**src/core/cell_pkg.sv**
```systemverilog
// constants shared by the configurable logic cell: register map, fields, reset values, modes
// assumes a 32-bit ahb-lite bus with one word per register
package cell_pkg;
	// byte offsets of the register words
	localparam logic [7:0] OFF_CTRL_LOW = 8'h00;
	localparam logic [7:0] OFF_CTRL_HIGH = 8'h04;
	localparam logic [7:0] OFF_MUX_SELECT = 8'h08;
	localparam logic [7:0] OFF_GATE_EN_LOW = 8'h0c;
	localparam logic [7:0] OFF_GATE_EN_HIGH = 8'h10;
	localparam logic [7:0] OFF_IRQ_STATUS = 8'h14;
	localparam logic [7:0] OFF_IRQ_MASK = 8'h18;

	// cell_control_low fields and register write masks
	localparam int CTRL_EN_BIT = 15;
	localparam int CTRL_RISE_IRQ_BIT = 11;
	localparam int CTRL_FALL_IRQ_BIT = 10;
	localparam int CTRL_PIN_OE_BIT = 7;
	localparam int CTRL_OUT_STATE_BIT = 6;
	localparam int CTRL_OUT_INV_BIT = 5;
	localparam int CTRL_MODE_LSB = 0;
	localparam int MODE_W = 3;
	localparam logic [15:0] CTRL_LOW_WMASK = 16'h8ca7;
	localparam logic [15:0] CTRL_HIGH_WMASK = 16'h000f;
	localparam logic [15:0] MUX_SELECT_WMASK = 16'h7777;

	// selector fields and gate enable bytes
	localparam int SEL_FIELD_W = 3;
	localparam int SEL_FIELD_STRIDE = 4;
	localparam int SRC_PER_MUX = 8;
	localparam int EN_PER_GATE = 8;
	localparam logic [2:0] SRC_EXT = 3'h0;
	localparam logic [2:0] SRC_SYSCLK = 3'h1;

	// interrupt status and mask bits
	localparam int IRQ_RISE_BIT = 0;
	localparam int IRQ_FALL_BIT = 1;
	localparam int IRQ_W = 2;

	// reset values
	localparam logic [15:0] CTRL_LOW_RST = 16'h0000;
	localparam logic [15:0] CTRL_HIGH_RST = 16'h0000;
	localparam logic [15:0] MUX_SELECT_RST = 16'h0000;
	localparam logic [15:0] GATE_EN_RST = 16'h0000;
	localparam logic [1:0] IRQ_RST = 2'h0;

	typedef enum logic [2:0] {
		MODE_AND_OR = 3'h0,
		MODE_OR_XOR = 3'h1,
		MODE_AND4 = 3'h2,
		MODE_SR_LATCH = 3'h3,
		MODE_D_SR = 3'h4,
		MODE_D2_R = 3'h5,
		MODE_JK_R = 3'h6,
		MODE_LATCH_SR = 3'h7
	} cell_mode_e;
endpackage

```
**src/core/logic_cell.sv**
```systemverilog
// configurable logic cell top: ahb-lite register slave, source pool, output and interrupts
// assumes a single ahb-lite master, zero-wait writes and one wait state on every read
//
// Operation
// four gates fed from 32-signal pool
// each mux picks one of eight sources
// selectors at bits 2:0,6:4,10:8,14:12
// muxes give true and inverted copies, ORed
// eight enables per gate, gates identical
// high register bits 3:0 invert gates
// modes 0-2: AND-OR, OR-XOR, AND
// modes 3-7: latches and flip-flops
// bit 5 inverts final output
// bit 15 enables cell, else zero
// bit 11 interrupts on rising output
// bit 10 interrupts on falling output
// bit 7 lets result drive pin
// bit 6 reads current output level
// output also offered to peripherals
// high register bits 15:4 read zero
// code 000 external inputs, 001 clock on first mux only
// edges from previous-cycle sample, one pulse
// storage modes use gates, system clock
module logic_cell (
	input wire logic hclk,
	input wire logic hresetn,
	input wire logic hsel,
	input wire logic [31:0] haddr,
	input wire logic [1:0] htrans,
	input wire logic hwrite,
	input wire logic [2:0] hsize,
	input wire logic [31:0] hwdata,
	input wire logic hready,
	output logic hreadyout,
	output logic hresp,
	output logic [31:0] hrdata,
	input wire logic ext_input_a,
	input wire logic ext_input_b,
	input wire logic [31:0] periph_src,
	output logic periph_out,
	output logic pin_out,
	output logic pin_oe,
	output logic irq
);
	logic [15:0] ctrl_low_q;
	logic [15:0] ctrl_high_q;
	logic [15:0] mux_select_q;
	logic [15:0] gate_en_low_q;
	logic [15:0] gate_en_high_q;
	logic [1:0] irq_status_q;
	logic [1:0] irq_mask_q;
	logic wr_pend_q;
	logic rd_pend_q;
	logic [7:0] addr_q;
	logic [31:0] hrdata_q;
	logic out_q;
	logic out_prev_q;
	logic sysclk_image_q;
	logic [31:0] pool;
	logic [3:0] gate_out;
	logic func_out;
	logic cell_en;
	logic out_d;
	logic rise_ev;
	logic fall_ev;
	logic accept;
	logic status_read;

	// decode shared by the write path and the read path
	function automatic logic hit(input logic [7:0] a, input logic [7:0] off);
		hit = (a == off);
	endfunction

	function automatic logic [15:0] merge(input logic [15:0] old, input logic [15:0] wd, input logic [15:0] m);
		merge = (old & ~m) | (wd & m);
	endfunction

	// ---------------- bus slave ----------------
	assign accept = hsel & hready & htrans[1];
	assign hresp = 1'b0;
	assign hreadyout = ~rd_pend_q;
	assign hrdata = hrdata_q;
	assign status_read = rd_pend_q & hit(addr_q, cell_pkg::OFF_IRQ_STATUS);

	// reads take one wait state so a write just before them is already visible
	always_ff @(posedge hclk or negedge hresetn) begin
		if (!hresetn) begin
			wr_pend_q <= 1'b0;
			rd_pend_q <= 1'b0;
			addr_q <= 8'h00;
		end else begin
			if (wr_pend_q)
				wr_pend_q <= 1'b0;
			if (rd_pend_q)
				rd_pend_q <= 1'b0;
			if (accept) begin
				wr_pend_q <= hwrite;
				rd_pend_q <= ~hwrite;
				addr_q <= haddr[7:0] & 8'hfc;
			end
		end
	end

	always_ff @(posedge hclk or negedge hresetn) begin
		if (!hresetn) begin
			hrdata_q <= 32'h0000_0000;
		end else if (rd_pend_q) begin
			hrdata_q <= 32'h0000_0000;
			if (hit(addr_q, cell_pkg::OFF_CTRL_LOW))
				hrdata_q[15:0] <= ctrl_low_q;
			if (hit(addr_q, cell_pkg::OFF_CTRL_HIGH))
				hrdata_q[15:0] <= ctrl_high_q;
			if (hit(addr_q, cell_pkg::OFF_MUX_SELECT))
				hrdata_q[15:0] <= mux_select_q;
			if (hit(addr_q, cell_pkg::OFF_GATE_EN_LOW))
				hrdata_q[15:0] <= gate_en_low_q;
			if (hit(addr_q, cell_pkg::OFF_GATE_EN_HIGH))
				hrdata_q[15:0] <= gate_en_high_q;
			if (hit(addr_q, cell_pkg::OFF_IRQ_STATUS))
				hrdata_q[1:0] <= irq_status_q;
			if (hit(addr_q, cell_pkg::OFF_IRQ_MASK))
				hrdata_q[1:0] <= irq_mask_q;
		end
	end

	// ---------------- configuration registers ----------------
	always_ff @(posedge hclk or negedge hresetn) begin
		if (!hresetn) begin
			ctrl_low_q <= cell_pkg::CTRL_LOW_RST;
		end else begin
			if (wr_pend_q && hit(addr_q, cell_pkg::OFF_CTRL_LOW))
				ctrl_low_q <= merge(ctrl_low_q, hwdata[15:0], cell_pkg::CTRL_LOW_WMASK);
			ctrl_low_q[cell_pkg::CTRL_OUT_STATE_BIT] <= out_q;
		end
	end

	always_ff @(posedge hclk or negedge hresetn) begin
		if (!hresetn) begin
			ctrl_high_q <= cell_pkg::CTRL_HIGH_RST;
		end else if (wr_pend_q && hit(addr_q, cell_pkg::OFF_CTRL_HIGH)) begin
			ctrl_high_q <= merge(ctrl_high_q, hwdata[15:0], cell_pkg::CTRL_HIGH_WMASK);
		end
	end

	always_ff @(posedge hclk or negedge hresetn) begin
		if (!hresetn) begin
			mux_select_q <= cell_pkg::MUX_SELECT_RST;
		end else if (wr_pend_q && hit(addr_q, cell_pkg::OFF_MUX_SELECT)) begin
			mux_select_q <= merge(mux_select_q, hwdata[15:0], cell_pkg::MUX_SELECT_WMASK);
		end
	end

	always_ff @(posedge hclk or negedge hresetn) begin
		if (!hresetn) begin
			gate_en_low_q <= cell_pkg::GATE_EN_RST;
			gate_en_high_q <= cell_pkg::GATE_EN_RST;
		end else begin
			if (wr_pend_q && hit(addr_q, cell_pkg::OFF_GATE_EN_LOW))
				gate_en_low_q <= hwdata[15:0];
			if (wr_pend_q && hit(addr_q, cell_pkg::OFF_GATE_EN_HIGH))
				gate_en_high_q <= hwdata[15:0];
		end
	end

	always_ff @(posedge hclk or negedge hresetn) begin
		if (!hresetn) begin
			irq_mask_q <= cell_pkg::IRQ_RST;
		end else if (wr_pend_q && hit(addr_q, cell_pkg::OFF_IRQ_MASK)) begin
			irq_mask_q <= hwdata[cell_pkg::IRQ_W-1:0];
		end
	end

	// ---------------- source pool ----------------
	// the clock cannot be used as data, so a half-rate image of it stands in for it
	always_ff @(posedge hclk or negedge hresetn) begin
		if (!hresetn)
			sysclk_image_q <= 1'b0;
		else
			sysclk_image_q <= ~sysclk_image_q;
	end

	always_comb begin
		pool = periph_src;
		pool[0*cell_pkg::SRC_PER_MUX + int'(cell_pkg::SRC_EXT)] = ext_input_a;
		pool[0*cell_pkg::SRC_PER_MUX + int'(cell_pkg::SRC_SYSCLK)] = sysclk_image_q;
		pool[1*cell_pkg::SRC_PER_MUX + int'(cell_pkg::SRC_EXT)] = ext_input_b;
		pool[2*cell_pkg::SRC_PER_MUX + int'(cell_pkg::SRC_EXT)] = ext_input_a;
		pool[3*cell_pkg::SRC_PER_MUX + int'(cell_pkg::SRC_EXT)] = ext_input_b;
	end

	source_gates u_gates (
		.pool(pool),
		.mux_select(mux_select_q),
		.gate_en_low(gate_en_low_q),
		.gate_en_high(gate_en_high_q),
		.gate_invert(ctrl_high_q[3:0]),
		.gate_out(gate_out)
	);

	assign cell_en = ctrl_low_q[cell_pkg::CTRL_EN_BIT];

	logic_function u_func (
		.hclk(hclk),
		.hresetn(hresetn),
		.enable(cell_en),
		.mode(ctrl_low_q[cell_pkg::CTRL_MODE_LSB +: cell_pkg::MODE_W]),
		.g(gate_out),
		.result(func_out)
	);

	// ---------------- output stage ----------------
	// disabled cell is zero after the polarity stage, so inversion cannot lift it
	assign out_d = cell_en & (func_out ^ ctrl_low_q[cell_pkg::CTRL_OUT_INV_BIT]);

	always_ff @(posedge hclk or negedge hresetn) begin
		if (!hresetn) begin
			out_q <= 1'b0;
			out_prev_q <= 1'b0;
		end else begin
			out_q <= out_d;
			out_prev_q <= out_q;
		end
	end

	assign periph_out = out_q;
	assign pin_oe = ctrl_low_q[cell_pkg::CTRL_PIN_OE_BIT];
	assign pin_out = pin_oe & out_q;

	// ---------------- interrupts ----------------
	assign rise_ev = ctrl_low_q[cell_pkg::CTRL_RISE_IRQ_BIT] & out_q & ~out_prev_q;
	assign fall_ev = ctrl_low_q[cell_pkg::CTRL_FALL_IRQ_BIT] & ~out_q & out_prev_q;

	// a read clears the status, but an edge in the same cycle still lands
	always_ff @(posedge hclk or negedge hresetn) begin
		if (!hresetn) begin
			irq_status_q <= cell_pkg::IRQ_RST;
		end else begin
			irq_status_q[cell_pkg::IRQ_RISE_BIT] <= rise_ev | (irq_status_q[cell_pkg::IRQ_RISE_BIT] & ~status_read);
			irq_status_q[cell_pkg::IRQ_FALL_BIT] <= fall_ev | (irq_status_q[cell_pkg::IRQ_FALL_BIT] & ~status_read);
		end
	end

	assign irq = |(irq_status_q & irq_mask_q);
endmodule

```
**src/core/logic_function.sv**
```systemverilog
// selectable logic function: three combinational forms, latches and flip-flops
// assumes gate inputs are synchronous; storage modes run on the system clock
module logic_function (
	input wire logic hclk,
	input wire logic hresetn,
	input wire logic enable,
	input wire logic [2:0] mode,
	input wire logic [3:0] g,
	output logic result
);
	logic state_q;
	logic state_d;
	logic clk_prev_q;
	logic clk_rise;
	logic set_in;
	logic rst_in;

	// role mapping: g[0] clock/enable, g[1] data/j, g[2] reset, g[3] set/k/second data; SR latch: g[0],g[1] set, g[2],g[3] reset
	assign clk_rise = g[0] & ~clk_prev_q;
	assign set_in = g[3];
	assign rst_in = g[2];

	always_comb begin
		state_d = state_q;
		result = state_q;
		case (cell_pkg::cell_mode_e'(mode))
			cell_pkg::MODE_AND_OR: result = (g[0] & g[1]) | (g[2] & g[3]);
			cell_pkg::MODE_OR_XOR: result = (g[0] | g[1]) ^ (g[2] | g[3]);
			cell_pkg::MODE_AND4: result = &g;
			cell_pkg::MODE_SR_LATCH: begin
				// set dominates when both sides are asserted
				if (g[0] | g[1])
					state_d = 1'b1;
				else if (g[2] | g[3])
					state_d = 1'b0;
				result = state_d;
			end
			cell_pkg::MODE_D_SR: begin
				if (rst_in)
					state_d = 1'b0;
				else if (set_in)
					state_d = 1'b1;
				else if (clk_rise)
					state_d = g[1];
			end
			cell_pkg::MODE_D2_R: begin
				if (rst_in)
					state_d = 1'b0;
				else if (clk_rise)
					state_d = g[1] & g[3];
			end
			cell_pkg::MODE_JK_R: begin
				if (rst_in)
					state_d = 1'b0;
				else if (clk_rise)
					state_d = (g[1] & ~state_q) | (~g[3] & state_q);
			end
			cell_pkg::MODE_LATCH_SR: begin
				if (rst_in)
					state_d = 1'b0;
				else if (set_in)
					state_d = 1'b1;
				else if (g[0])
					state_d = g[1];
				result = state_d;
			end
			default: result = 1'b0;
		endcase
	end

	// flip-flop modes see their clock input only as sampled on hclk, so edges faster than hclk/2 are lost
	always_ff @(posedge hclk or negedge hresetn) begin
		if (!hresetn) begin
			state_q <= 1'b0;
			clk_prev_q <= 1'b0;
		end else begin
			state_q <= enable ? state_d : 1'b0;
			clk_prev_q <= g[0];
		end
	end
endmodule

```
**src/core/source_gates.sv**
```systemverilog
// four data-source multiplexers feeding four or-gates with polarity control
// assumes the 32-signal pool is already assembled and synchronous to the clock
module source_gates (
	input wire logic [31:0] pool,
	input wire logic [15:0] mux_select,
	input wire logic [15:0] gate_en_low,
	input wire logic [15:0] gate_en_high,
	input wire logic [3:0] gate_invert,
	output logic [3:0] gate_out
);
	logic [3:0] data;
	logic [7:0] pairs;
	logic [31:0] gate_en;

	assign gate_en = {gate_en_high, gate_en_low};

	genvar k;
	generate
		for (k = 0; k < 4; k++) begin : g_src
			logic [2:0] sel;
			logic [7:0] cand;
			assign sel = mux_select[k*cell_pkg::SEL_FIELD_STRIDE +: cell_pkg::SEL_FIELD_W];
			assign cand = pool[k*cell_pkg::SRC_PER_MUX +: cell_pkg::SRC_PER_MUX];
			assign data[k] = cand[sel];
			// even bit is the inverted copy, odd bit the true copy
			assign pairs[2*k] = ~data[k];
			assign pairs[2*k+1] = data[k];
		end
		for (k = 0; k < 4; k++) begin : g_gate
			logic [7:0] en;
			assign en = gate_en[k*cell_pkg::EN_PER_GATE +: cell_pkg::EN_PER_GATE];
			assign gate_out[k] = (|(en & pairs)) ^ gate_invert[k];
		end
	endgenerate
endmodule

```
**config.mk**
```make
export PLATFORM = sky130hd
export DESIGN_NAME = logic_cell
export DESIGN_NICKNAME = d
export VERILOG_FILES = /design/src/core/cell_pkg.sv /design/src/core/logic_cell.sv /design/src/core/logic_function.sv /design/src/core/source_gates.sv
export SDC_FILE = /design/constraint.sdc
export NUM_CORES = 1
export LEC_CHECK = 0
export BUFFER_PORTS_ARGS = -buffer_cell sky130_fd_sc_hd__buf_2
export CAP_MARGIN = 40
export CORE_UTILIZATION = 40
export CTS_CLUSTER_SIZE = 14
export DETAILED_ROUTE_END_ITERATION = 6
export HOLD_SLACK_MARGIN = 0.1
export PLACE_DENSITY = 0.69
export SYNTH_ARGS = -nofsm -noshare
export SYNTH_HDL_FRONTEND = slang
export SYNTH_SLANG_ARGS = --single-unit
export TNS_END_PERCENT = 20
```
**constraint.sdc**
```tcl
create_clock -name hclk -period 7.55 [get_ports hclk]
set_input_delay 1.51 -clock hclk [delete_from_list [all_inputs] [get_ports hclk]]
set_output_delay 1.51 -clock hclk [all_outputs]
set_load 0.02 [all_outputs]
```
-- Yosys cells after proc, flatten, opt, wreduce, memory -nomap -nowiden
Index checks and enable logic that the tools add are counted.
- memories: 0
- word-level logic and storage cells: 134
- memory bits (read-only): 0
- flip-flop bits (word level): 112
- bits in latches: 0
- bits in writable memories: 0
- multipliers: 0
- $lt $le $gt $ge: 4
- equal/unequal tests: 17
- shifts and indexed selects: 0
- multiplexer cells: 32
- bitwise logic cells: 50
- div/mod/pow operators: 0
- add/sub/neg operators: 0
- reductions and logical operators: 15
- operators by type and width (operator ; count):
    16-bit 2-to-1 mux ; 5
    8-bit bitwise AND ; 4
    8-bit OR reduction ; 4
    1-bit 2-to-1 mux ; 19
    6-bit by 3-bit == test with 1-bit output, second input constant ; 3
    1-bit bitwise AND ; 17
    3-bit by 4-bit < comparator with 1-bit output, second input constant ; 4
    15-bit by 16-bit bitwise OR with 16-bit output ; 1
    16-bit by 15-bit bitwise OR with 16-bit output ; 1
    16-bit by 4-bit bitwise OR with 16-bit output ; 1
    1-bit NOT ; 13
    1-bit binary-select mux with 3-bit select ; 4
    3-bit == test, second input constant ; 4
    6-bit by 2-bit == test with 1-bit output, second input constant ; 2
    1-bit one-hot mux with 5 select lines ; 2
    8-bit zero test ; 1
    4-bit by 3-bit inequality test with 1-bit output, second input constant ; 2
    4-bit AND reduction ; 2
    3-bit by 2-bit == test with 1-bit output, second input constant ; 2
    6-bit by 1-bit == test with 1-bit output, second input constant ; 1
    1-bit logical AND ; 6
    6-bit by 1-bit inequality test with 1-bit output, second input constant ; 1
    1-bit bitwise OR ; 6
    1-bit bitwise XOR ; 6
    6 further kinds ; 7

-- Logic depth before layout (Yosys ltp)
Gate-level depths: netlist (run 1).
- depth after elaboration: 13
- mapped depth: 11
- mapped depth without buffers: 10

-- Hierarchy
A second synthesis (run 1) with hierarchy kept.
- cells, all modules: 393
- area total of the unflattened synthesis: 4758.3 sq um
- by module, submodules not included (module ; instances ; area an instance (sq um) ; cells each):
    logic_cell ; 1 ; 3967.6 ; 304
    source_gates ; 1 ; 490.5 ; 48
    logic_function ; 1 ; 300.3 ; 41

-- Worst setup path before layout (run 1)
Ideal clock, no wire load.
- path type: in2reg
- start: input periph_src[31]
- end: register out_q, in the netlist periph_out
- path slack: 3.710 ns
- cell stages on the path: 9
- arrival: 3.761 ns
- path through: mux2i_1 -> mux4_2 -> mux2i_1 -> nand4_2 -> xnor2_4 -> or2_2 -> maj3_1 -> a211oi_1 -> mux2i_1
- word-level cells in the longest chain between the ends: 12
- ends and longest elaborated chain (element ; RTL line ; text):
    start: declaration ; logic_cell.sv:39 ; input wire logic [31:0] periph_src,
    1-bit binary-select mux with 3-bit select * ; source_gates.sv:24 ; assign data[k] = cand[sel];
    1-bit 2-to-1 mux (implied by the code) * ; source_gates.sv:24 ;
    1-bit NOT ; source_gates.sv:26 ; assign pairs[2*k] = ~data[k];
    8-bit bitwise AND ; source_gates.sv:32 ; assign gate_out[k] = (|(en & pairs)) ^ gate_invert[k];
    8-bit OR reduction ; source_gates.sv:32 ;
    1-bit bitwise XOR ; source_gates.sv:32 ;
    1-bit 2-to-1 mux / 1-bit bitwise OR (equally long branches) ; logic_function.sv:63, logic_function.sv:28, logic_function.sv:34 ;
    1-bit 2-to-1 mux, on equally long branches ; logic_function.sv:61, logic_function.sv:34 ;
    1-bit 2-to-1 mux, on equally long branches ; logic_function.sv:59, logic_function.sv:32 ;
    1-bit one-hot mux with 5 select lines * ; logic_function.sv:26 ; case (cell_pkg::cell_mode_e'(mode))
    1-bit bitwise XOR * ; logic_cell.sv:213 ; assign out_d = cell_en & (func_out ^ ctrl_low_q[cell_pkg::CTRL_OUT_INV_BIT]);
    1-bit bitwise AND * ; logic_cell.sv:213 ;
    net out_d ; logic_cell.sv:63 ; logic out_d;
    end signal: assignment ; logic_cell.sv:220 ; out_q <= out_d;
    end: declaration ; logic_cell.sv:56 ; logic out_q;
The timed path passes the listed nets; every way through them passes the cells marked *. The select of a mux whose other input is x is not followed.
A chain may end at the register's enable or synchronous reset.

-- Worst setup path after layout (run 1)
- start: input ext_input_a
- end: register out_q, in the netlist periph_out
- word-level cells in the longest chain between the ends: 12
- ends and longest elaborated chain (element ; RTL line ; text):
    start: declaration ; logic_cell.sv:37 ; input wire logic ext_input_a,
    1-bit binary-select mux with 3-bit select ; source_gates.sv:24 ;
    1-bit 2-to-1 mux (implied by the code) ; source_gates.sv:24 ;
    1-bit NOT ; source_gates.sv:26 ;
    8-bit bitwise AND ; source_gates.sv:32 ;
    8-bit OR reduction ; source_gates.sv:32 ;
    1-bit bitwise XOR ; source_gates.sv:32 ;
    1-bit 2-to-1 mux / 1-bit bitwise OR (equally long branches) ; logic_function.sv:63, logic_function.sv:28, logic_function.sv:34 ;
    1-bit 2-to-1 mux, on equally long branches ; logic_function.sv:61, logic_function.sv:34 ;
    1-bit 2-to-1 mux, on equally long branches ; logic_function.sv:59, logic_function.sv:32 ;
    1-bit one-hot mux with 5 select lines * ; logic_function.sv:26 ;
    1-bit bitwise XOR * ; logic_cell.sv:213 ;
    1-bit bitwise AND * ; logic_cell.sv:213 ;
    net out_d ; logic_cell.sv:63 ;
Marks and branches as above.

==> results.yml, run 1 <==
min_path:
  holdPathEnd: "sysclk_image_q"
  hold_class: "register to register"
  holdPathStages: 1
  worstHoldStart: "sysclk_image_q"
logic_synthesis:
  synth_edf_count: 0
  synth-seq-cells: 89
  syn_area_per_cell_sq_um: 11.78
  synth_commonest_cells: "dfrtp_1, mux2_2, nor2_1, mux2i_1"
  synth_area_leaders: "dfrtp_1, mux2_2, mux2i_1"
  synth_top_area_cell: "dfrtp_1"
  ys.warnings.count: 0
  syn_inst: 392
  ys.flop_type: "dfrtp_1"
  yosysSeqAreaShare: 0.4823
  synth_top_area_frac: 0.4823
  async_flop_share: 1.000
  yosys.cell_count.top_type: "dfrtp_1"
  synth.distinct_cells: 50
  synth_area_sq_um: 4618
finish:
  num_antenna_cells: 0
  syn_to_final_growth_pct: 15.74
  drive_gt1_frac: 0.3734
  fin_nets: 569
  fillers: 999
  stdcell_count: 606
global_routing:
  grt_max_degree: 66
  grt_usage: 0.1985
  grt_pass1_wl_microns: 17600
  antenna_found_initial: 0
  first_global_vias: 3421
  gr-total-overflow: 0
detailed_routing:
  wl_per_cell_microns: 18.01
  drc: 0
  drtPass1Iterations: 7
  wirelength_microns: 10920
  antenna_left: 0
  drt_first_iter_violations: 156
  viasPerCell: 5.540
  vias: 3357
timing:
  setup_ws_ns: 3.388
  tightest_slew_ns: 0.8189
  fin_crit_sh: 0.5513
  max_clock_freq_ghz: 0.2402
  setup_viol: 0
  relSlewSlack: 0.4541
  layout_min_cycle_time_ns: 4.162
  maxSlewViolCount: 0
  timing.setup.tns_ns: 0
  finClkSkew_ns: 0.01147
  finalHoldViolations: 0
  rsz0062_at_grt: "no"
setup_path:
  rr_worst_depth: 9
  crit_fanout: 9
  cp_cell_sequence: "buf_2 > mux2i_1 > mux4_2 > mux2i_1 > nand4_1 > xnor2_1 > or2_2 > maj3_1 > a211oi_1 > mux2i_1"
  rr_endpoint: "periph_out"
  cp.arrival_ns: 4.42
  r2r-start: "mux_select_q[0]"
  cp-start-kind: "primary input"
  max_stage_delay_ns: 0.57
  r2r_setup_slack_ns: 4.10
  slowest_stage: "mux4_2"
  crit_path_end_kind: "register"
  cpMostUsedCell: "mux2i_1"
  cp.required_ns: 7.81
  critPathKind: "primary input to register"
flow_run:
  maxCapViolCount: 0
die:
  die-area_sq_um: 11980
  die_y_microns: 109.5
  die_width_microns: 109.5
  ioPinCount: 146
  initial_utilization: 0.4187
  core_sq_um: 11030
  num_rows: 38
clock_network:
  clockBufferDepth: 2
  cts_sinks: 89
  cts_made_buffers: 9
  cts_resized: 0
  insertion_delay_ns: 0.34
  clkTransAtPathRegs_ns: 0.06
  cts_hold_buf: 0
  cts_root_buf: "clkbuf_16"
  htree_levels: 3
  cts_tree: "yes"
  post_cts_buffers: 0
power:
  p_per_area_nw_per_um2: 258.8
  ir_worst_vdd_mv: 0.1417
  p_leak_nw: 2.420
placement:
  dpl_worst_slack_ns: 3.109
  port_buffers: 77
  globalplace.congestion: 0.8440
  dp.cells: 590
  hpwlAfterDp_microns: 7946
run_status:
  status: "completed"
[cells by family after synthesis]
kind of cell | after synthesis | synth area share
muxes | 106 | 0.2617
DFF | 89 | 0.4823
and+or+nand+nor | 78 | 0.08047
AOI/OAI and AO/OA | 61 | 0.09808
buffers and inverters | 51 | 0.06096
xor gates and xnor gates | 5 | 0.01355
adders and majority gates | 1 | 0.002168
other | 1 | 0.0008120
[sequential cells by signal, summed over array words and instances (netlist names)]
register and flops:
mux_select_q 12, sysclk_image_q 1, u_func.clk_prev_q 1, ctrl_high_q 4, addr_q 6, irq_status_q 2, out_prev_q 1, gate_en_low_q 16
rd_pend_q 1, wr_pend_q 1, periph_out 1, ctrl_low_q 8, gate_en_high_q 16, hrdata 16, u_func.state_q 1, irq_mask_q 2
[how the worst max path moves through the flow]
stage	from	endpoint	slack [ns]	cells past startpoint
3_5_place_dp	ext_input_a	periph_out	3.11	10
5_1_grt	ext_input_a	periph_out	3.22	10
3_3_place_gp	ext_input_a	periph_out	3.21	10
2_1_floorplan	periph_src[31]	periph_out	3.71	9
6_report	ext_input_a	periph_out	3.39	10
4_1_cts	ext_input_a	periph_out	3.45	10
[cells in the final DEF, fill, tap and decap left out, types with 3 or more instances in the layout]
cell	synthesis	routed
nor3_1	3	3
conb_1	1	17
o21ai_0	6	6
a21oi_1	15	15
mux2_2	68	68
o211ai_1	3	3
nand3b_1	3	3
buf_4	18	5
clkbuf_16	0	9
inv_1	11	11
buf_2	0	76
nand2b_1	3	3
nor2_1	34	34
mux2i_1	33	33
a221oi_1	4	4
dfrtp_1	89	89
a221o_1	3	3
nand2_1	17	17
mux4_2	5	5
nand4_1	4	4
a222oi_1	9	9
a22o_1	4	4
and2_0	3	3
a211oi_1	3	3
[worst max-delay path, delay by kind of cell]
family          cells  cell delay, ns
compound gates      1            0.43
xor+xnor            1            0.33
mux                 4            1.15
fa+ha+maj           1            0.33
simple gates        2            0.57
buf+inv             1            0.09
[per-stage QoR]
| stage | util | power, mW | area (sq um) | hold slack, ns |
|---|---|---|---|---|
| floorplan | - | 0.8329 | 4678 | 0.3941 |
| global placement | 0.4564 | 0.9163 | 5035 | 0.4086 |
| detailed placement | 0.4564 | 0.9285 | 5035 | 0.4206 |
| CTS | 0.4846 | 1.390 | 5345 | 0.4296 |
| global route | 0.4846 | 1.452 | 5345 | 0.4471 |
| finish | 0.4846 | 1.383 | 5345 | 0.4252 |
[power by group]
part / total, mW / switching [mW] / internal (mW)
Combinational: 0.298 / 0.158 / 0.140
Clock: 0.464 / 0.194 / 0.270
Sequential: 0.621 / 0.0767 / 0.544
[final cells by class]
type                            instances  area [sq um]  area share
Sequential cell                        89          2227      0.4167
Inverter                               12         45.04    0.008427
Tap cell                              140         175.2     0.03277
Multi-Input combinational cell        268          2170      0.4059
Clock inverter                          6         71.32     0.01334
Timing Repair Buffer                   81         417.9     0.07818
Clock buffer                           10         239.0     0.04471
[layer usage]
layer / share of wire / track usage / vias up
li1: - / - / 1547
met3: 0.045 / 0.04149 / 17
met4: 0.021 / 0.06476 / 0
met5: 0 / 0 / -
met1: 0.44 / 0.2488 / 1665
met2: 0.50 / 0.3414 / 128
(Power assumes the default switching activity.)
==> run 2: changes to the inputs <==
==> constraint.sdc (replaced) <==
create_clock -name hclk -period 4.2 [get_ports hclk]
set_input_delay 0.84 -clock hclk [delete_from_list [all_inputs] [get_ports hclk]]
set_output_delay 0.84 -clock hclk [all_outputs]
set_load 0.02 [all_outputs]
==> run 2 against run 1 <==
  * Via count down 0.71%
  * Clock-buffer cell count rose by 2
  * Utilization grew 0.16 points
  * Highest routed layer unchanged
==> results.yml, run 2 (synthesis gave the netlist of run 1 again) <==
timing:
  setup_viol: 0
  maxSlewViolCount: 0
  max_clock_freq_ghz: 0.2947
  tightest_slew_ns: 0.8008
  timing.setup.tns_ns: 0
  fin_crit_sh: 0.8080
  layout_min_cycle_time_ns: 3.394
  relSlewSlack: 0.4648
  finalHoldWorstSlack_ns: 0.4351
  finalHoldViolations: 0
  finClkSkew_ns: 0.005117
  rsz0062_at_grt: "no"
global_routing:
  grt_max_degree: 43
  grt_pass1_wl_microns: 17530
  grt.busiest_layer: "met2"
  antenna_found_initial: 0
  grtUsageMet3: 0.03379
  gr-total-overflow: 0
  gr-usage-met1: 0.2542
  first_global_vias: 3425
  grt_use_met2: 0.3329
  grt_usage: 0.1978
placement:
  placed_cell_area_sq_um: 5055
  hpwlAfterDp_microns: 8062
  globalplace.congestion: 0.8721
  dp.cells: 591
  port_buffers: 77
setup_path:
  crit_fanout: 7
  slowest_stage: "mux4_2"
  critPathKind: "register to register"
  max_stage_delay_ns: 0.60
  cpMostUsedCell: "mux2i_1"
  cp_cell_sequence: "mux2i_1 > mux4_2 > mux2i_1 > nand4_1 > xor2_1 > nand2_1 > maj3_1 > a211oi_1 > mux2i_1"
  crit_path_end_kind: "register"
  cp-start-kind: "register"
  cp.required_ns: 4.46
  cp.arrival_ns: 3.66
clock_network:
  insertion_delay_ns: 0.34
  clockBufferDepth: 2
  cts_resized: 0
  htree_levels: 3
  cts_tree: "yes"
  cts_made_buffers: 9
  clkTransAtPathRegs_ns: 0.06
  post_cts_buffers: 0
  cts_root_buf: "clkbuf_16"
  cts_hold_buf: 0
  cts_sinks: 89
die:
  die_y_microns: 109.5
  die_width_microns: 109.5
  num_rows: 38
  ioPinCount: 146
  die-area_sq_um: 11980
  initial_utilization: 0.4187
  core_sq_um: 11030
power:
  ir_worst_vdd_mv: 0.2162
  p_per_area_nw_per_um2: 461.0
  share_comb_of_total_power: 0.218
  p_int_mw: 1.726
  switching_share: 0.3020
  p_leak_nw: 2.427
  clock_power_share: 0.330
  switching_power_mw: 0.7467
  power_frac_seq: 0.452
finish:
  final_cell_mix: "dfrtp_1, buf_2, mux2_2"
  drive_gt1_frac: 0.3726
  syn_to_final_growth_pct: 16.12
  fin_nets: 570
  fillers: 1026
  num_antenna_cells: 0
  multi_input_area_sq_um: 2170
  register_area_sq_um: 2227
  stdcell_count: 607
  final_common_cell: "dfrtp_1"
  postLayoutCellArea_sq_um: 5363
detailed_routing:
  viasPerCell: 5.491
  drc: 0
  drtPass1Iterations: 7
  wirelength_microns: 10930
  wl_per_cell_microns: 18.01
  antenna_left: 0
  vias: 3333
  drt_first_iter_violations: 174
min_path:
  hold_class: "register to register"
run_status:
  status: "completed"
flow_run:
  maxCapViolCount: 0
## run 2: cell type report
| class | count | area share |
|---|---|---|
| flip-flops and latches | 89 | 0.4153 |
| multi-input cells | 268 | 0.4046 |
| repair buffers | 82 | 0.08166 |
| clock buffers | 12 | 0.04783 |
| well taps | 140 | 0.03266 |
| clock inverters | 4 | 0.009566 |
| inverters | 12 | 0.008399 |
## run 2: power groups by stage
stage	logic [mW]	registers, mW	clock network, mW
after floorplan	0.385	1.11	0
after global placement	0.522	1.13	0
after detailed placement	0.541	1.13	0
after CTS	0.544	1.12	0.833
after global routing	0.590	1.14	0.869
final	0.538	1.12	0.816
## run 2: worst paths after layout
check | startpoint | endpoint | slack [ns] | depth (start not counted)
min | sysclk_image_q | sysclk_image_q | 0.44 | 1
max | mux_select_q[4] | periph_out | 0.81 | 9
max in group asynchronous | hresetn | hrdata[2] | 3.17 | 2
max reg2reg | mux_select_q[4] | periph_out | 0.81 | 9
min in group asynchronous | hresetn | hrdata[11] | 0.45 | 1
min reg2reg | sysclk_image_q | sysclk_image_q | 0.44 | 1
## run 2: through the flow
step | utilization | setup slack, ns | power [mW]
floorplan | - | 1.030 | 1.497
detailed placement | 0.4583 | 0.4994 | 1.673
CTS | 0.4862 | 0.8456 | 2.493
global placement | 0.4564 | 0.5580 | 1.647
global route | 0.4862 | 0.6219 | 2.597
finish | 0.4862 | 0.8064 | 2.472
## run 2: critical path: cells and delay by family (launching register included)
kind / cells / cell delay [ns]
adder cells (fa/ha/maj): 1 / 0.37
XOR/XNOR: 1 / 0.52
multiplexers: 4 / 1.20
AO/OA/AOI/OAI: 1 / 0.36
AND/OR/NAND/NOR: 2 / 0.38
flip-flops: 1 / 0.49
## run 2: metal layers
metal	share of wire	up-vias
met4	0.016	0
met1	0.44	1655
met2	0.49	112
li1	-	1551
met3	0.048	15
met5	0	-
==> run 3: changes to the inputs <==
--- a/config.mk
+++ b/config.mk
@@ -5,13 +5,14 @@
 export SDC_FILE = /design/constraint.sdc
 export NUM_CORES = 1
 export LEC_CHECK = 0
+export ABC_AREA = 1
 export BUFFER_PORTS_ARGS = -buffer_cell sky130_fd_sc_hd__buf_2
 export CAP_MARGIN = 40
 export CORE_UTILIZATION = 40
 export CTS_CLUSTER_SIZE = 14
 export DETAILED_ROUTE_END_ITERATION = 6
 export HOLD_SLACK_MARGIN = 0.1
-export PLACE_DENSITY = 0.69
+export PLACE_DENSITY = 0.71
 export SYNTH_ARGS = -nofsm -noshare
 export SYNTH_HDL_FRONTEND = slang
 export SYNTH_SLANG_ARGS = --single-unit
==> constraint.sdc (replaced) <==
create_clock -name hclk -period 2.82 [get_ports hclk]
set_input_delay 0.564 -clock hclk [delete_from_list [all_inputs] [get_ports hclk]]
set_output_delay 0.564 -clock hclk [all_outputs]
set_load 0.02 [all_outputs]
==> run 3 against run 2 <==
  * The run now ends with design-rule violations left
  * Fmax up 48%
  * Final cell count up 40%
  * Area after synthesis increased by 3.4%
  * First-iteration DRC count grew 120%
  * Setup slack got worse by 0.29 ns
  * Critical path type unchanged
  * Largest cell class unchanged
  * Largest power group unchanged
  * Highest routed layer unchanged
==> results.yml, run 3 <==
finish:
  multi_input_area_sq_um: 2115
  postLayoutCellArea_sq_um: 5619
  final_cell_mix: "nand2_1, dfrtp_1, buf_2"
  drive_gt1_frac: 0.2059
  syn_to_final_growth_pct: 17.63
  finish.utilization: 0.4879
  final_common_cell: "nand2_1"
  fin_nets: 813
  fillers: 1119
  register_area_sq_um: 2227
  num_antenna_cells: 0
  stdcell_count: 852
logic_synthesis:
  synth_top_family_by_area: "simple AND/OR/NAND/NOR gates"
  synth_area_sq_um: 4777
  synth_top_area_frac: 0.4662
  synth.distinct_cells: 29
  synth_area_leaders: "dfrtp_1, nand2_1, o21ai_0"
  synth-xor-area-share: 0
  synth_top_area_cell: "dfrtp_1"
  synthSimpleGateAreaFrac: 0.2789
  syn_area_per_cell_sq_um: 7.619
  yosys.area_share.adder: 0
  synth_edf_count: 0
  ys.flop_type: "dfrtp_1"
  synth_commonest_cells: "nand2_1, dfrtp_1, inv_1, o21ai_0, nor2_1"
  yosysSeqAreaShare: 0.4662
  async_flop_share: 1.000
  muxShareOfSynthArea: 0.007072
  synth-seq-cells: 89
  synth-compound-area-share: 0.1433
  syn_inst: 627
  ys.warnings.count: 0
  yosys.cell_count.top_type: "nand2_1"
die:
  die_y_microns: 111.3
  initial_utilization: 0.4148
  num_rows: 39
  die-area_sq_um: 12380
  die_width_microns: 111.3
  core_sq_um: 11520
  ioPinCount: 146
timing:
  setup_viol: 0
  finalHoldWorstSlack_ns: 0.2342
  finClkSkew_ns: 0.006963
  rsz0062_at_grt: "no"
  tightest_slew_ns: 0.7708
  finalHoldViolations: 0
  max_clock_freq_ghz: 0.4349
  layout_min_cycle_time_ns: 2.300
  maxSlewViolCount: 0
  timing.setup.tns_ns: 0
  fin_crit_sh: 0.8155
  relSlewSlack: 0.4849
clock_network:
  post_cts_buffers: 0
  cts_resized: 0
  clkTransAtPathRegs_ns: 0.06
  cts_root_buf: "clkbuf_16"
  htree_levels: 3
  cts_hold_buf: 0
  insertion_delay_ns: 0.34
  clockBufferDepth: 2
  cts_tree: "yes"
  cts_made_buffers: 9
  cts_sinks: 89
global_routing:
  grt_max_degree: 49
  gr-total-overflow: 0
  first_global_vias: 4191
  antenna_found_initial: 0
  grt_pass1_wl_microns: 20600
  grt_usage: 0.2115
placement:
  globalplace.congestion: 0.8572
  hpwlAfterDp_microns: 9065
  placed_cell_area_sq_um: 5289
  port_buffers: 77
  dp.cells: 837
setup_path:
  cp_top_family: "simple AND/OR/NAND/NOR gates"
  cp-start-kind: "register"
  cp.required_ns: 3.05
  crit_fanout: 9
  cp.arrival_ns: 2.53
  crit_path_end_kind: "register"
  cpMostUsedCell: "nand2_1"
  critPathKind: "register to register"
  worstPathBufferInverterCount: 2
  max_stage_delay_ns: 0.52
  slowest_stage: "dfrtp_1"
  cp_cell_sequence: "inv_1 > nand2_1 > nand3_1 > nand3_2 > nand2_1 > nand2_1 > nand2_1 > nor2_1 > nand2_1 > nand2_2 > nand2_4 > nand2_1 > inv_1 > a21oi_1 > nor2_2 > nor2_2 > nand2_2 > a21oi_1 > nor2_1"
power:
  clock_power_share: 0.352
  share_comb_of_total_power: 0.217
  p_int_mw: 2.590
  p_leak_nw: 3.089
  switching_power_mw: 1.157
  p_per_area_nw_per_um2: 666.9
  power_frac_seq: 0.431
  switching_share: 0.3088
  ir_worst_vdd_mv: 0.3115
detailed_routing:
  vias: 4398
  drt_first_iter_violations: 390
  routed.top_layer: "met4"
  wl_per_cell_microns: 14.57
  dr_wl_met2_microns: 6197
  viasPerCell: 5.162
  met3_wirelength_microns: 653
  antenna_left: 0
  wirelength_microns: 12410
  drtPass1Iterations: 7
  wl_met1_microns: 5261
  drc: 13
run_status:
  violations: "design-rule violations"
  status: "finished with violations"
flow_run:
  maxCapViolCount: 0
min_path:
  hold_class: "primary input to asynchronous set/reset pin"
[run 3: changes by cell type in the layout (fill, tap and decap cells not counted), sizes merged, moves of 16 or more]
cell,change
nand2,+172
o21ai,+68
inv,+65
mux2,-65
nand3,+45
mux2i,-33
nor2,+17
a21oi,+16
[run 3: worst paths after layout]
kind / from / to / slack [ns] / cells past startpoint
hold / removal: hresetn / irq_mask_q[0] / 0.23 / 1
min in group hclk: hwrite / rd_pend_q / 0.38 / 2
max in group asynchronous: hresetn / hrdata[10] / 1.93 / 2
setup / recovery: mux_select_q[4] / periph_out / 0.52 / 19
hold reg to reg: sysclk_image_q / sysclk_image_q / 0.40 / 1
setup reg to reg: mux_select_q[4] / periph_out / 0.52 / 19
[run 3: cell type report]
class | count | area share
inverter | 78 | 0.05210
clock buffer | 13 | 0.04810
timing repair buffer | 86 | 0.08461
tap | 143 | 0.03184
clock inverter | 2 | 0.01069
sequential | 89 | 0.3963
multi-input combinational | 441 | 0.3763
[run 3: kinds of logic (layout without fill, tap and decap cells)]
logic type | Yosys count | count (layout)
flip-flops | 89 | 89
multiplexers | 3 | 3
buffers and inverters | 113 | 179
AND/OR/NAND/NOR | 296 | 296
other | 1 | 17
AO/OA/AOI/OAI | 125 | 125
[run 3: power by group through the flow]
stage	clock network (mW)	logic (mW)	registers, mW
2_1_floorplan	0	0.533	1.65
3_3_place_gp	0	0.799	1.63
3_5_place_dp	0	0.816	1.63
4_1_cts	1.33	0.823	1.61
5_1_grt	1.38	0.921	1.64
6_report	1.32	0.814	1.61
[run 3: per-stage QoR]
stage / setup WS [ns] / total power [mW]
6_report: 0.5204 / 3.747
5_1_grt: 0.2524 / 3.938
4_1_cts: 0.4943 / 3.764
3_5_place_dp: 0.3969 / 2.449
3_3_place_gp: 0.4131 / 2.425
2_1_floorplan: 0.7905 / 2.178
[run 3: metal layers]
layer  up-vias  track usage
li1       2137            -
met1      2073       0.2689
met2       164       0.3675
met3        24      0.02242
met4         0      0.08559
met5         -            0
